==> src/pkg/bsacs_pkg.sv <==
`default_nettype none
package bsacs_pkg;
  // ****************************************
  // datapath shape
  // ****************************************
  localparam int WORD_W = 32;
  localparam int BYTE_W = 8;
  localparam int LANES  = 4;
  localparam int ADDR_W = 6;
  // ****************************************
  // instruction codes
  // ****************************************
  localparam logic [7:0] OP_SUB_RS = 8'h98;
  localparam logic [7:0] OP_XOR    = 8'hd8;
  localparam logic [7:0] OP_CLEAR  = 8'h0f;
  localparam logic [7:0] OP_CRC    = 8'h7a;
  localparam logic [7:0] OP_LOADMQ = 8'h7b;
  localparam logic [7:0] CLR_ALT [7] = '{8'h2f, 8'h3f, 8'h4f, 8'h6f, 8'hbf, 8'hcf, 8'hef};
  localparam logic [3:0] SEL_NONE  = 4'hf;
  // ****************************************
  // sequencer register map
  // ****************************************
  localparam logic [ADDR_W-1:0] REG_CTRL     = 6'h00;
  localparam logic [ADDR_W-1:0] REG_GEN      = 6'h04;
  localparam logic [ADDR_W-1:0] REG_MSG      = 6'h08;
  localparam logic [ADDR_W-1:0] REG_ACC      = 6'h0c;
  localparam logic [ADDR_W-1:0] REG_MAN_R    = 6'h10;
  localparam logic [ADDR_W-1:0] REG_MAN_S    = 6'h14;
  localparam logic [ADDR_W-1:0] REG_MAN_CFG  = 6'h18;
  localparam logic [ADDR_W-1:0] REG_RESULT   = 6'h1c;
  localparam logic [ADDR_W-1:0] REG_FLAGS    = 6'h20;
  localparam logic [ADDR_W-1:0] REG_IRQ_STAT = 6'h24;
  localparam logic [ADDR_W-1:0] REG_IRQ_MASK = 6'h28;
  localparam int CTRL_CLR_ACC = 0;
  localparam int CTRL_MAN_GO  = 1;
  localparam int CFG_SEL_LSB  = 8;
  localparam int CFG_CIN_BIT  = 12;
  localparam int CFG_W        = 13;
  localparam logic [CFG_W-1:0] CFG_RESET = 13'h0f00;
  localparam int FLG_W        = 4;
  localparam int IRQ_CRC      = 0;
  localparam int IRQ_MAN      = 1;
  localparam int IRQ_ERR      = 2;
  localparam int IRQ_W        = 3;
  localparam logic [5:0] LAST_STEP = 6'(WORD_W - 1);
  // ****************************************
  // sequencer states
  // ****************************************
  typedef enum logic [0:0] {ST_IDLE = 1'b0, ST_WAIT = 1'b1} bsacs_state_t;
  typedef enum logic [1:0] {
    K_LOAD = 2'b00,
    K_CRC  = 2'b01,
    K_MAN  = 2'b10,
    K_CLR  = 2'b11
  } bsacs_kind_t;
endpackage
`default_nettype wire

==> src/pkg/bsacs_link_if.sv <==
`timescale 1ns/1ps
`default_nettype none
interface bsacs_link_if;
  logic        op_valid;
  logic [7:0]  opcode;
  logic [31:0] r_bus;
  logic [31:0] s_bus;
  logic        carry_in;
  logic [3:0]  byte_select_n;
  logic        result_valid;
  logic [31:0] y;
  logic        zero_flag;
  logic        negative_flag;
  logic        overflow_flag;
  logic        carry_flag;
  logic [31:0] multiplier_quotient_register;
  modport alu (
    input  op_valid, opcode, r_bus, s_bus, carry_in, byte_select_n,
    output result_valid, y, zero_flag, negative_flag, overflow_flag, carry_flag,
    output multiplier_quotient_register
  );
  modport seq (
    output op_valid, opcode, r_bus, s_bus, carry_in, byte_select_n,
    input  result_valid, y, zero_flag, negative_flag, overflow_flag, carry_flag,
    input  multiplier_quotient_register
  );
endinterface
`default_nettype wire

==> src/logic/bsacs_seq_end.sv <==
`timescale 1ns/1ps
`default_nettype none
module bsacs_seq_end (
  input  wire logic                           ref_clk_in,
  input  wire logic                           rstn_in,
  input  wire logic [bsacs_pkg::ADDR_W-1:0]   addr_in,
  input  wire logic [bsacs_pkg::WORD_W-1:0]   wdata_in,
  input  wire logic                           wr_in,
  input  wire logic                           rd_in,
  output logic      [bsacs_pkg::WORD_W-1:0]   rdata_out,
  output logic                                irq_out,
  bsacs_link_if.seq                           link
);
  // ****************************************
  // state
  // ****************************************
  typedef struct packed {
    bsacs_pkg::bsacs_state_t         st;
    bsacs_pkg::bsacs_kind_t          kind;
    logic [5:0]                      cnt;
    logic [bsacs_pkg::WORD_W-1:0]    gen;
    logic [bsacs_pkg::WORD_W-1:0]    acc;
    logic [bsacs_pkg::WORD_W-1:0]    man_r;
    logic [bsacs_pkg::WORD_W-1:0]    man_s;
    logic [bsacs_pkg::CFG_W-1:0]     man_cfg;
    logic [bsacs_pkg::WORD_W-1:0]    result;
    logic [bsacs_pkg::FLG_W-1:0]     flags;
    logic [bsacs_pkg::IRQ_W-1:0]     stat;
    logic [bsacs_pkg::IRQ_W-1:0]     mask;
    logic [bsacs_pkg::WORD_W-1:0]    rdata;
    logic                            irq;
    logic                            op_valid;
    logic [7:0]                      opcode;
    logic [bsacs_pkg::WORD_W-1:0]    r_bus;
    logic [bsacs_pkg::WORD_W-1:0]    s_bus;
    logic                            cin;
    logic [3:0]                      bsel_n;
  } bsacs_seq_st_t;

  bsacs_seq_st_t q_reg;
  bsacs_seq_st_t q_next;

  // adjacent selection with at least one byte left out
  function automatic logic sel_legal(input logic [3:0] sel_n);
    logic [3:0] s;
    s = ~sel_n;
    return (s != 4'hf) && (s != 4'h0) && (s != 4'h5) && (s != 4'h9) &&
           (s != 4'ha) && (s != 4'hb) && (s != 4'hd);
  endfunction

  logic [bsacs_pkg::IRQ_W-1:0] set_ev;
  logic [bsacs_pkg::IRQ_W-1:0] clr_ev;
  logic                        idle;
  logic [7:0]                  man_op;
  logic                        byte_op;

  // ****************************************
  // next state
  // ****************************************
  always_comb
  begin
    q_next          = q_reg;
    q_next.op_valid = 1'b0;
    q_next.rdata    = '0;
    set_ev          = '0;
    clr_ev          = '0;
    idle            = (q_reg.st == bsacs_pkg::ST_IDLE);
    man_op          = q_reg.man_cfg[7:0];
    byte_op         = (man_op == bsacs_pkg::OP_SUB_RS) || (man_op == bsacs_pkg::OP_XOR);
    if (rd_in)
    begin
      case (addr_in)
        bsacs_pkg::REG_CTRL:     q_next.rdata = {31'h0, ~idle};
        bsacs_pkg::REG_GEN:      q_next.rdata = q_reg.gen;
        bsacs_pkg::REG_ACC:      q_next.rdata = q_reg.acc;
        bsacs_pkg::REG_MAN_R:    q_next.rdata = q_reg.man_r;
        bsacs_pkg::REG_MAN_S:    q_next.rdata = q_reg.man_s;
        bsacs_pkg::REG_MAN_CFG:  q_next.rdata = {19'h0, q_reg.man_cfg};
        bsacs_pkg::REG_RESULT:   q_next.rdata = q_reg.result;
        bsacs_pkg::REG_FLAGS:    q_next.rdata = {28'h0, q_reg.flags};
        bsacs_pkg::REG_IRQ_STAT: q_next.rdata = {29'h0, q_reg.stat};
        bsacs_pkg::REG_IRQ_MASK: q_next.rdata = {29'h0, q_reg.mask};
        default:                 q_next.rdata = '0;
      endcase
    end
    if (wr_in)
    begin
      case (addr_in)
        bsacs_pkg::REG_GEN:      q_next.gen = wdata_in;
        bsacs_pkg::REG_MAN_R:    q_next.man_r = wdata_in;
        bsacs_pkg::REG_MAN_S:    q_next.man_s = wdata_in;
        bsacs_pkg::REG_MAN_CFG:  q_next.man_cfg = wdata_in[bsacs_pkg::CFG_W-1:0];
        bsacs_pkg::REG_IRQ_MASK: q_next.mask = wdata_in[bsacs_pkg::IRQ_W-1:0];
        bsacs_pkg::REG_IRQ_STAT: clr_ev = wdata_in[bsacs_pkg::IRQ_W-1:0];
        bsacs_pkg::REG_MSG:
        begin
          if (idle)
          begin
            q_next.st       = bsacs_pkg::ST_WAIT;
            q_next.kind     = bsacs_pkg::K_LOAD;
            q_next.op_valid = 1'b1;
            q_next.opcode   = bsacs_pkg::OP_LOADMQ;
            q_next.s_bus    = wdata_in;
            q_next.bsel_n   = bsacs_pkg::SEL_NONE;
            q_next.cin      = 1'b0;
          end
        end
        bsacs_pkg::REG_CTRL:
        begin
          if (idle && wdata_in[bsacs_pkg::CTRL_CLR_ACC])
          begin
            q_next.st       = bsacs_pkg::ST_WAIT;
            q_next.kind     = bsacs_pkg::K_CLR;
            q_next.op_valid = 1'b1;
            q_next.opcode   = bsacs_pkg::OP_CLEAR;
            q_next.bsel_n   = bsacs_pkg::SEL_NONE;
            q_next.cin      = 1'b0;
          end
          else if (idle && wdata_in[bsacs_pkg::CTRL_MAN_GO])
          begin
            if (byte_op && !sel_legal(q_reg.man_cfg[bsacs_pkg::CFG_SEL_LSB +: 4]))
            begin
              set_ev[bsacs_pkg::IRQ_ERR] = 1'b1;
            end
            else
            begin
              q_next.st       = bsacs_pkg::ST_WAIT;
              q_next.kind     = bsacs_pkg::K_MAN;
              q_next.op_valid = 1'b1;
              q_next.opcode   = man_op;
              q_next.r_bus    = q_reg.man_r;
              q_next.s_bus    = q_reg.man_s;
              q_next.bsel_n   = q_reg.man_cfg[bsacs_pkg::CFG_SEL_LSB +: 4];
              q_next.cin      = q_reg.man_cfg[bsacs_pkg::CFG_CIN_BIT];
            end
          end
        end
        default:
        begin
        end
      endcase
    end
    if (!idle && link.result_valid)
    begin
      q_next.flags = {link.carry_flag, link.overflow_flag, link.negative_flag,
                      link.zero_flag};
      q_next.st    = bsacs_pkg::ST_IDLE;
      case (q_reg.kind)
        bsacs_pkg::K_LOAD, bsacs_pkg::K_CRC:
        begin
          if (q_reg.kind == bsacs_pkg::K_CRC)
          begin
            q_next.acc = link.y;
            q_next.cnt = q_reg.cnt + 6'h01;
          end
          else
          begin
            q_next.cnt = '0;
          end
          if (q_reg.kind == bsacs_pkg::K_CRC && q_reg.cnt == bsacs_pkg::LAST_STEP)
          begin
            set_ev[bsacs_pkg::IRQ_CRC] = 1'b1;
          end
          else
          begin
            q_next.st       = bsacs_pkg::ST_WAIT;
            q_next.kind     = bsacs_pkg::K_CRC;
            q_next.op_valid = 1'b1;
            q_next.opcode   = bsacs_pkg::OP_CRC;
            q_next.r_bus    = q_reg.gen;
            q_next.s_bus    = (q_reg.kind == bsacs_pkg::K_CRC) ? link.y : q_reg.acc;
          end
        end
        bsacs_pkg::K_CLR:
        begin
          q_next.acc = link.y;
        end
        default:
        begin
          q_next.result             = link.y;
          set_ev[bsacs_pkg::IRQ_MAN] = 1'b1;
        end
      endcase
    end
    q_next.stat = (q_reg.stat & ~clr_ev) | set_ev;
    q_next.irq  = |(q_next.stat & q_next.mask);
  end

  // ****************************************
  // registers
  // ****************************************
  always_ff @(posedge ref_clk_in or negedge rstn_in)
  begin
    if (!rstn_in)
    begin
      q_reg         <= '0;
      q_reg.bsel_n  <= bsacs_pkg::SEL_NONE;
      q_reg.man_cfg <= bsacs_pkg::CFG_RESET;
    end
    else
    begin
      q_reg <= q_next;
    end
  end

  assign rdata_out          = q_reg.rdata;
  assign irq_out            = q_reg.irq;
  assign link.op_valid      = q_reg.op_valid;
  assign link.opcode        = q_reg.opcode;
  assign link.r_bus         = q_reg.r_bus;
  assign link.s_bus         = q_reg.s_bus;
  assign link.carry_in      = q_reg.cin;
  assign link.byte_select_n = q_reg.bsel_n;
endmodule // bsacs_seq_end
`default_nettype wire

==> src/flat_wrapper.sv <==
// flat-port wrapper written by rule: the top's interface ports become plain ports
module bsacs_seq_end_flat 
  (ref_clk_in, rstn_in, addr_in, wdata_in, wr_in, rd_in, rdata_out, irq_out, link_op_valid, link_opcode, link_r_bus, link_s_bus, link_carry_in, link_byte_select_n, link_result_valid, link_y, link_zero_flag, link_negative_flag, link_overflow_flag, link_carry_flag, link_multiplier_quotient_register);
  bsacs_link_if link_i ();
  input  wire logic ref_clk_in;
  input  wire logic rstn_in;
  input  wire logic [bsacs_pkg::ADDR_W-1:0] addr_in;
  input  wire logic [bsacs_pkg::WORD_W-1:0] wdata_in;
  input  wire logic wr_in;
  input  wire logic rd_in;
  output logic      [bsacs_pkg::WORD_W-1:0] rdata_out;
  output logic irq_out;
  output wire logic [$bits(link_i.op_valid)-1:0] link_op_valid;
  output wire logic [$bits(link_i.opcode)-1:0] link_opcode;
  output wire logic [$bits(link_i.r_bus)-1:0] link_r_bus;
  output wire logic [$bits(link_i.s_bus)-1:0] link_s_bus;
  output wire logic [$bits(link_i.carry_in)-1:0] link_carry_in;
  output wire logic [$bits(link_i.byte_select_n)-1:0] link_byte_select_n;
  input wire logic [$bits(link_i.result_valid)-1:0] link_result_valid;
  input wire logic [$bits(link_i.y)-1:0] link_y;
  input wire logic [$bits(link_i.zero_flag)-1:0] link_zero_flag;
  input wire logic [$bits(link_i.negative_flag)-1:0] link_negative_flag;
  input wire logic [$bits(link_i.overflow_flag)-1:0] link_overflow_flag;
  input wire logic [$bits(link_i.carry_flag)-1:0] link_carry_flag;
  input wire logic [$bits(link_i.multiplier_quotient_register)-1:0] link_multiplier_quotient_register;
  assign link_op_valid = link_i.op_valid;
  assign link_opcode = link_i.opcode;
  assign link_r_bus = link_i.r_bus;
  assign link_s_bus = link_i.s_bus;
  assign link_carry_in = link_i.carry_in;
  assign link_byte_select_n = link_i.byte_select_n;
  assign link_i.result_valid = link_result_valid;
  assign link_i.y = link_y;
  assign link_i.zero_flag = link_zero_flag;
  assign link_i.negative_flag = link_negative_flag;
  assign link_i.overflow_flag = link_overflow_flag;
  assign link_i.carry_flag = link_carry_flag;
  assign link_i.multiplier_quotient_register = link_multiplier_quotient_register;
  bsacs_seq_end u_core (.ref_clk_in(ref_clk_in), .rstn_in(rstn_in), .addr_in(addr_in), .wdata_in(wdata_in), .wr_in(wr_in), .rd_in(rd_in), .rdata_out(rdata_out), .irq_out(irq_out), .link(link_i));
endmodule
==> config.mk <==
export PLATFORM = sky130hd
export DESIGN_NAME = bsacs_seq_end_flat
export DESIGN_NICKNAME = d
export VERILOG_FILES = /design/src/pkg/bsacs_pkg.sv /design/src/pkg/bsacs_link_if.sv /design/src/logic/bsacs_seq_end.sv /design/src/flat_wrapper.sv
export SDC_FILE = /design/constraint.sdc
export NUM_CORES = 1
export LEC_CHECK = 0
export BUFFER_PORTS_ARGS = -buffer_cell sky130_fd_sc_hd__buf_2
export CORE_ASPECT_RATIO = 0.7
export CORE_MARGIN = 1
export CORE_UTILIZATION = 53
export DETAILED_ROUTE_END_ITERATION = 6
export PLACE_DENSITY = 0.75
export SLEW_MARGIN = 10
export SYNTH_ARGS = -nofsm -noshare
export SYNTH_HDL_FRONTEND = slang
export SYNTH_SLANG_ARGS = --single-unit
==> constraint.sdc <==
create_clock -name ref_clk_in -period 4.9 [get_ports ref_clk_in]
set_input_delay 0.49 -clock ref_clk_in [delete_from_list [all_inputs] [get_ports ref_clk_in]]
set_output_delay 0.49 -clock ref_clk_in [all_outputs]
set_load 0.05 [all_outputs]
==> results.yml <==
flow_run:
  drv_cap: 0
layout:
  largest_register_ffs: 184
  layout-drive-gt1-share_pct: 36.4
  nNetsFinal: 1395
  syn_to_final_growth_pct: 10.4
clock_network:
  cts_buffer_depth: 3
  cts_tree: "done"
  clk_pin_slew_ns: 0.06
  htree_levels: 1
  cts-root-buf: "clkbuf_16"
  clock_latency_ns: 0.55
  cts_hold_buf: 0
  postCtsSetupBuffers: 0
  cts.repair.resized: 0
  cts_buffers: 30
  clock-sinks: 303
floorplan:
  core_um2: 26900
  fp.dieW_um: 201
  num_rows: 50
  dieArea_um2: 28300
  io_pins: 222
  initial_core_util_pct: 54.3
  die_h_um: 141
yosys:
  syn-cell-area_um2: 14600
  ys_seq_area_share_pct: 51.9
  synth_most_common_cell: "dfrtp_1"
  synth_nets: 1346
  synth_edf_count: 0
  syn_inst: 1234
  yosysTopAreaCell: "dfrtp_1"
  ys.flop_type: "dfrtp_1"
  synth_seq_cells: 303
  synth_common_cells: "dfrtp_1 (295), mux2_2 (171), buf_4 (111), nand2_1 (110), o21ai_0 (99)"
  synthDistinctLibCells: 56
  synth.top_cell.area_share_pct: 50.5
  synth-async-reset-ratio_pct: 100
  synthTopCellsByArea: "dfrtp_1 (50%), mux2_2 (13%), mux2i_1 (6.0%), buf_4 (5.7%), o21ai_0 (3.4%)"
  yosys_warnings: 0
  avgSynthCellArea_um2: 11.8
power_and_ir_drop:
  total_power_mw: 6.68
  p_int_mw: 4.74
  power_switching_mw: 1.94
  p_leak_nw: 8.08
  vdd.ir_drop.worst_uv: 279
  p_clk_share_pct: 37.3
  seqPwrFrac_pct: 46.0
  pwr-share-comb_pct: 16.8
  swShare_pct: 29.1
  powerDensity_nw_per_um2: 414
run_status:
  violations: "hold timing"
  status: "complete, but fails checks"
detailed_routing:
  first_pass_iters: 5
  remaining_drc_errors: 0
  via_per_inst: 6.13
  wl_mm: 39.7
  via_count: 10200
  ant_nets: 0
  drtIter0Drc: 888
  post_drt_wl_per_cell_um: 23.7
setup_path:
  critical-path-top-delay-family: "simple AND/OR/NAND/NOR gates"
  critPathMaxFanout: 39
  path_cells: "buf_2 -> nor2_1 -> and2_0 -> nand2_1 -> a21oi_4 -> buf_4 -> o21ai_0 -> a22oi_1"
  cp.arrival_ns: 3.49
  slowest_stage: "a21oi_4"
  crit_buf_inv: 2
  ff2ff_path_depth: 7
  worst-endpoint-required_ns: 5.37
  cp-end-kind: "flip-flop"
  crit_path_max_incr_delay_ns: 0.75
  r2r-end: "u_core.link.s_bus[24]$_DFF_PN0_"
  crit_type: "primary input to flip-flop"
  start_kind: "primary input"
  timing.rr.start: "u_core.man_op[5]$_DFFE_PN0P_"
  regToRegSetupSlack_ns: 1.92
sta:
  max_freq_ghz: 0.331
  slew_viol_final: 0
  final_hold_viol_count: 4
  relSlewSlack_pct: 23.7
  setup_violations: 0
  finClkSkew_ns: 0.0104
  fin_crit_sh_pct: 61.7
  layout_min_cycle_time_ns: 3.02
  holdWs_ns: -0.0166
  rsz0062_at_grt: "false"
  setup-tns-final_ns: 0
  tightest_slew_ns: 1.14
placement:
  portBuffers: 189
  gp_congestion: 0.831
  post-dp-hpwl_mm: 24.8
global_routing:
  gr-total-overflow: 0
  grt_pass1_wl_mm: 60.6
  gr-usage-all-layers_pct: 28.0
  antenna_found_initial: 3
  grt_pass1_vias: 10300
  grt_max_degree: 116
min_path:
  hold_class: "primary input to async pin"
cells by family (layout without fill, tap and decap cells):
logic type | after synthesis | count (layout) | synth area share (%)
other | 0 | 1 | 0
AOI/OAI and AO/OA | 280 | 280 | 12.4
adders and majority gates | 1 | 1 | 0.0856
and+or+nand+nor | 176 | 176 | 5.80
muxes | 275 | 275 | 21.3
DFF | 303 | 303 | 51.9
buffers and inverters | 199 | 271 | 8.45
layout by cell type (no fill, tap or decap), types with 4 or more instances in the layout:
cell / Yosys / final
nand3_1: 10 / 7
o21ai_1: 8 / 8
a221o_1: 4 / 4
clkinvlp_4: 0 / 4
nor2b_1: 4 / 4
inv_1: 6 / 6
mux2_1: 6 / 6
and2_1: 6 / 6
nor3_1: 5 / 5
a22oi_1: 64 / 64
clkbuf_16: 0 / 31
and3_1: 6 / 4
nand2_1: 110 / 110
nor2_1: 13 / 12
clkbuf_8: 0 / 6
a21oi_1: 43 / 43
bufinv_16: 0 / 5
o21ai_0: 99 / 99
dfrtp_1: 295 / 295
dfstp_2: 8 / 8
mux2i_1: 87 / 87
a21o_1: 4 / 4
buf_2: 15 / 188
mux4_2: 10 / 10
mux2_2: 171 / 171
buf_4: 111 / 19
a221oi_1: 30 / 30
a22o_1: 7 / 7
clkinv_2: 0 / 5
metrics by stage:
step           util, %  worst slack (ns)  std cells  cell area, um2  hold slack (ns)
3_5_place_dp      55.9              1.43       1615           15000            0.489
2_1_floorplan        -              2.80       1234           14600            0.194
6_report          60.0              1.88       1671           16100          -0.0166
3_3_place_gp      55.9              1.45       1615           15000            0.482
4_1_cts           60.0              1.97       1670           16100           0.0287
5_1_grt           60.0              1.76       1671           16100           0.0354
area by class of cell:
| class | count | area (um2) |
|---|---|---|
| clock buffer | 40 | 870 |
| antenna | 1 | 2.50 |
| tap | 364 | 455 |
| sequential | 303 | 7590 |
| multi-input combinational | 732 | 5840 |
| inverter | 6 | 22.5 |
| fill | 2198 | 10800 |
| clock inverter | 15 | 214 |
| timing repair buffer | 210 | 1140 |
power groups by stage:
stage / combinational (mW) / sequential, mW / clock [mW]
finish: 1.12 / 3.07 / 2.49
floorplan: 0.949 / 3.02 / 0
global placement: 1.09 / 3.08 / 0
global route: 1.19 / 3.10 / 2.63
detailed placement: 1.12 / 3.10 / 0
CTS: 1.12 / 3.06 / 2.52
per-layer routing:
layer	track usage, %	wire length [um]	vias up	part of all wire [%]
li1	-	-	4493	-
met4	7.75	885	4	2.2
met1	39.6	17500	5222	44
met2	42.8	17800	449	45
met3	7.35	3530	74	8.9
met5	0	18	-	0.045
how the worst max path moves through the flow:
stage,start,end,slack (ns),cells past startpoint
after floorplan,u_core.man_op[5]$_DFFE_PN0P_,u_core.link.opcode[5]$_DFF_PN0_,2.80,6
after global placement,addr_in[3],u_core.link.s_bus[13]$_DFF_PN0_,1.45,7
after detailed placement,addr_in[3],u_core.link.s_bus[13]$_DFF_PN0_,1.43,7
after CTS,u_core.man_op[5]$_DFFE_PN0P_,u_core.link.s_bus[24]$_DFF_PN0_,1.97,7
after global routing,addr_in[3],u_core.link.s_bus[6]$_DFF_PN0_,1.76,8
final,addr_in[3],u_core.link.s_bus[24]$_DFF_PN0_,1.88,8
(Power assumes the default switching activity.)
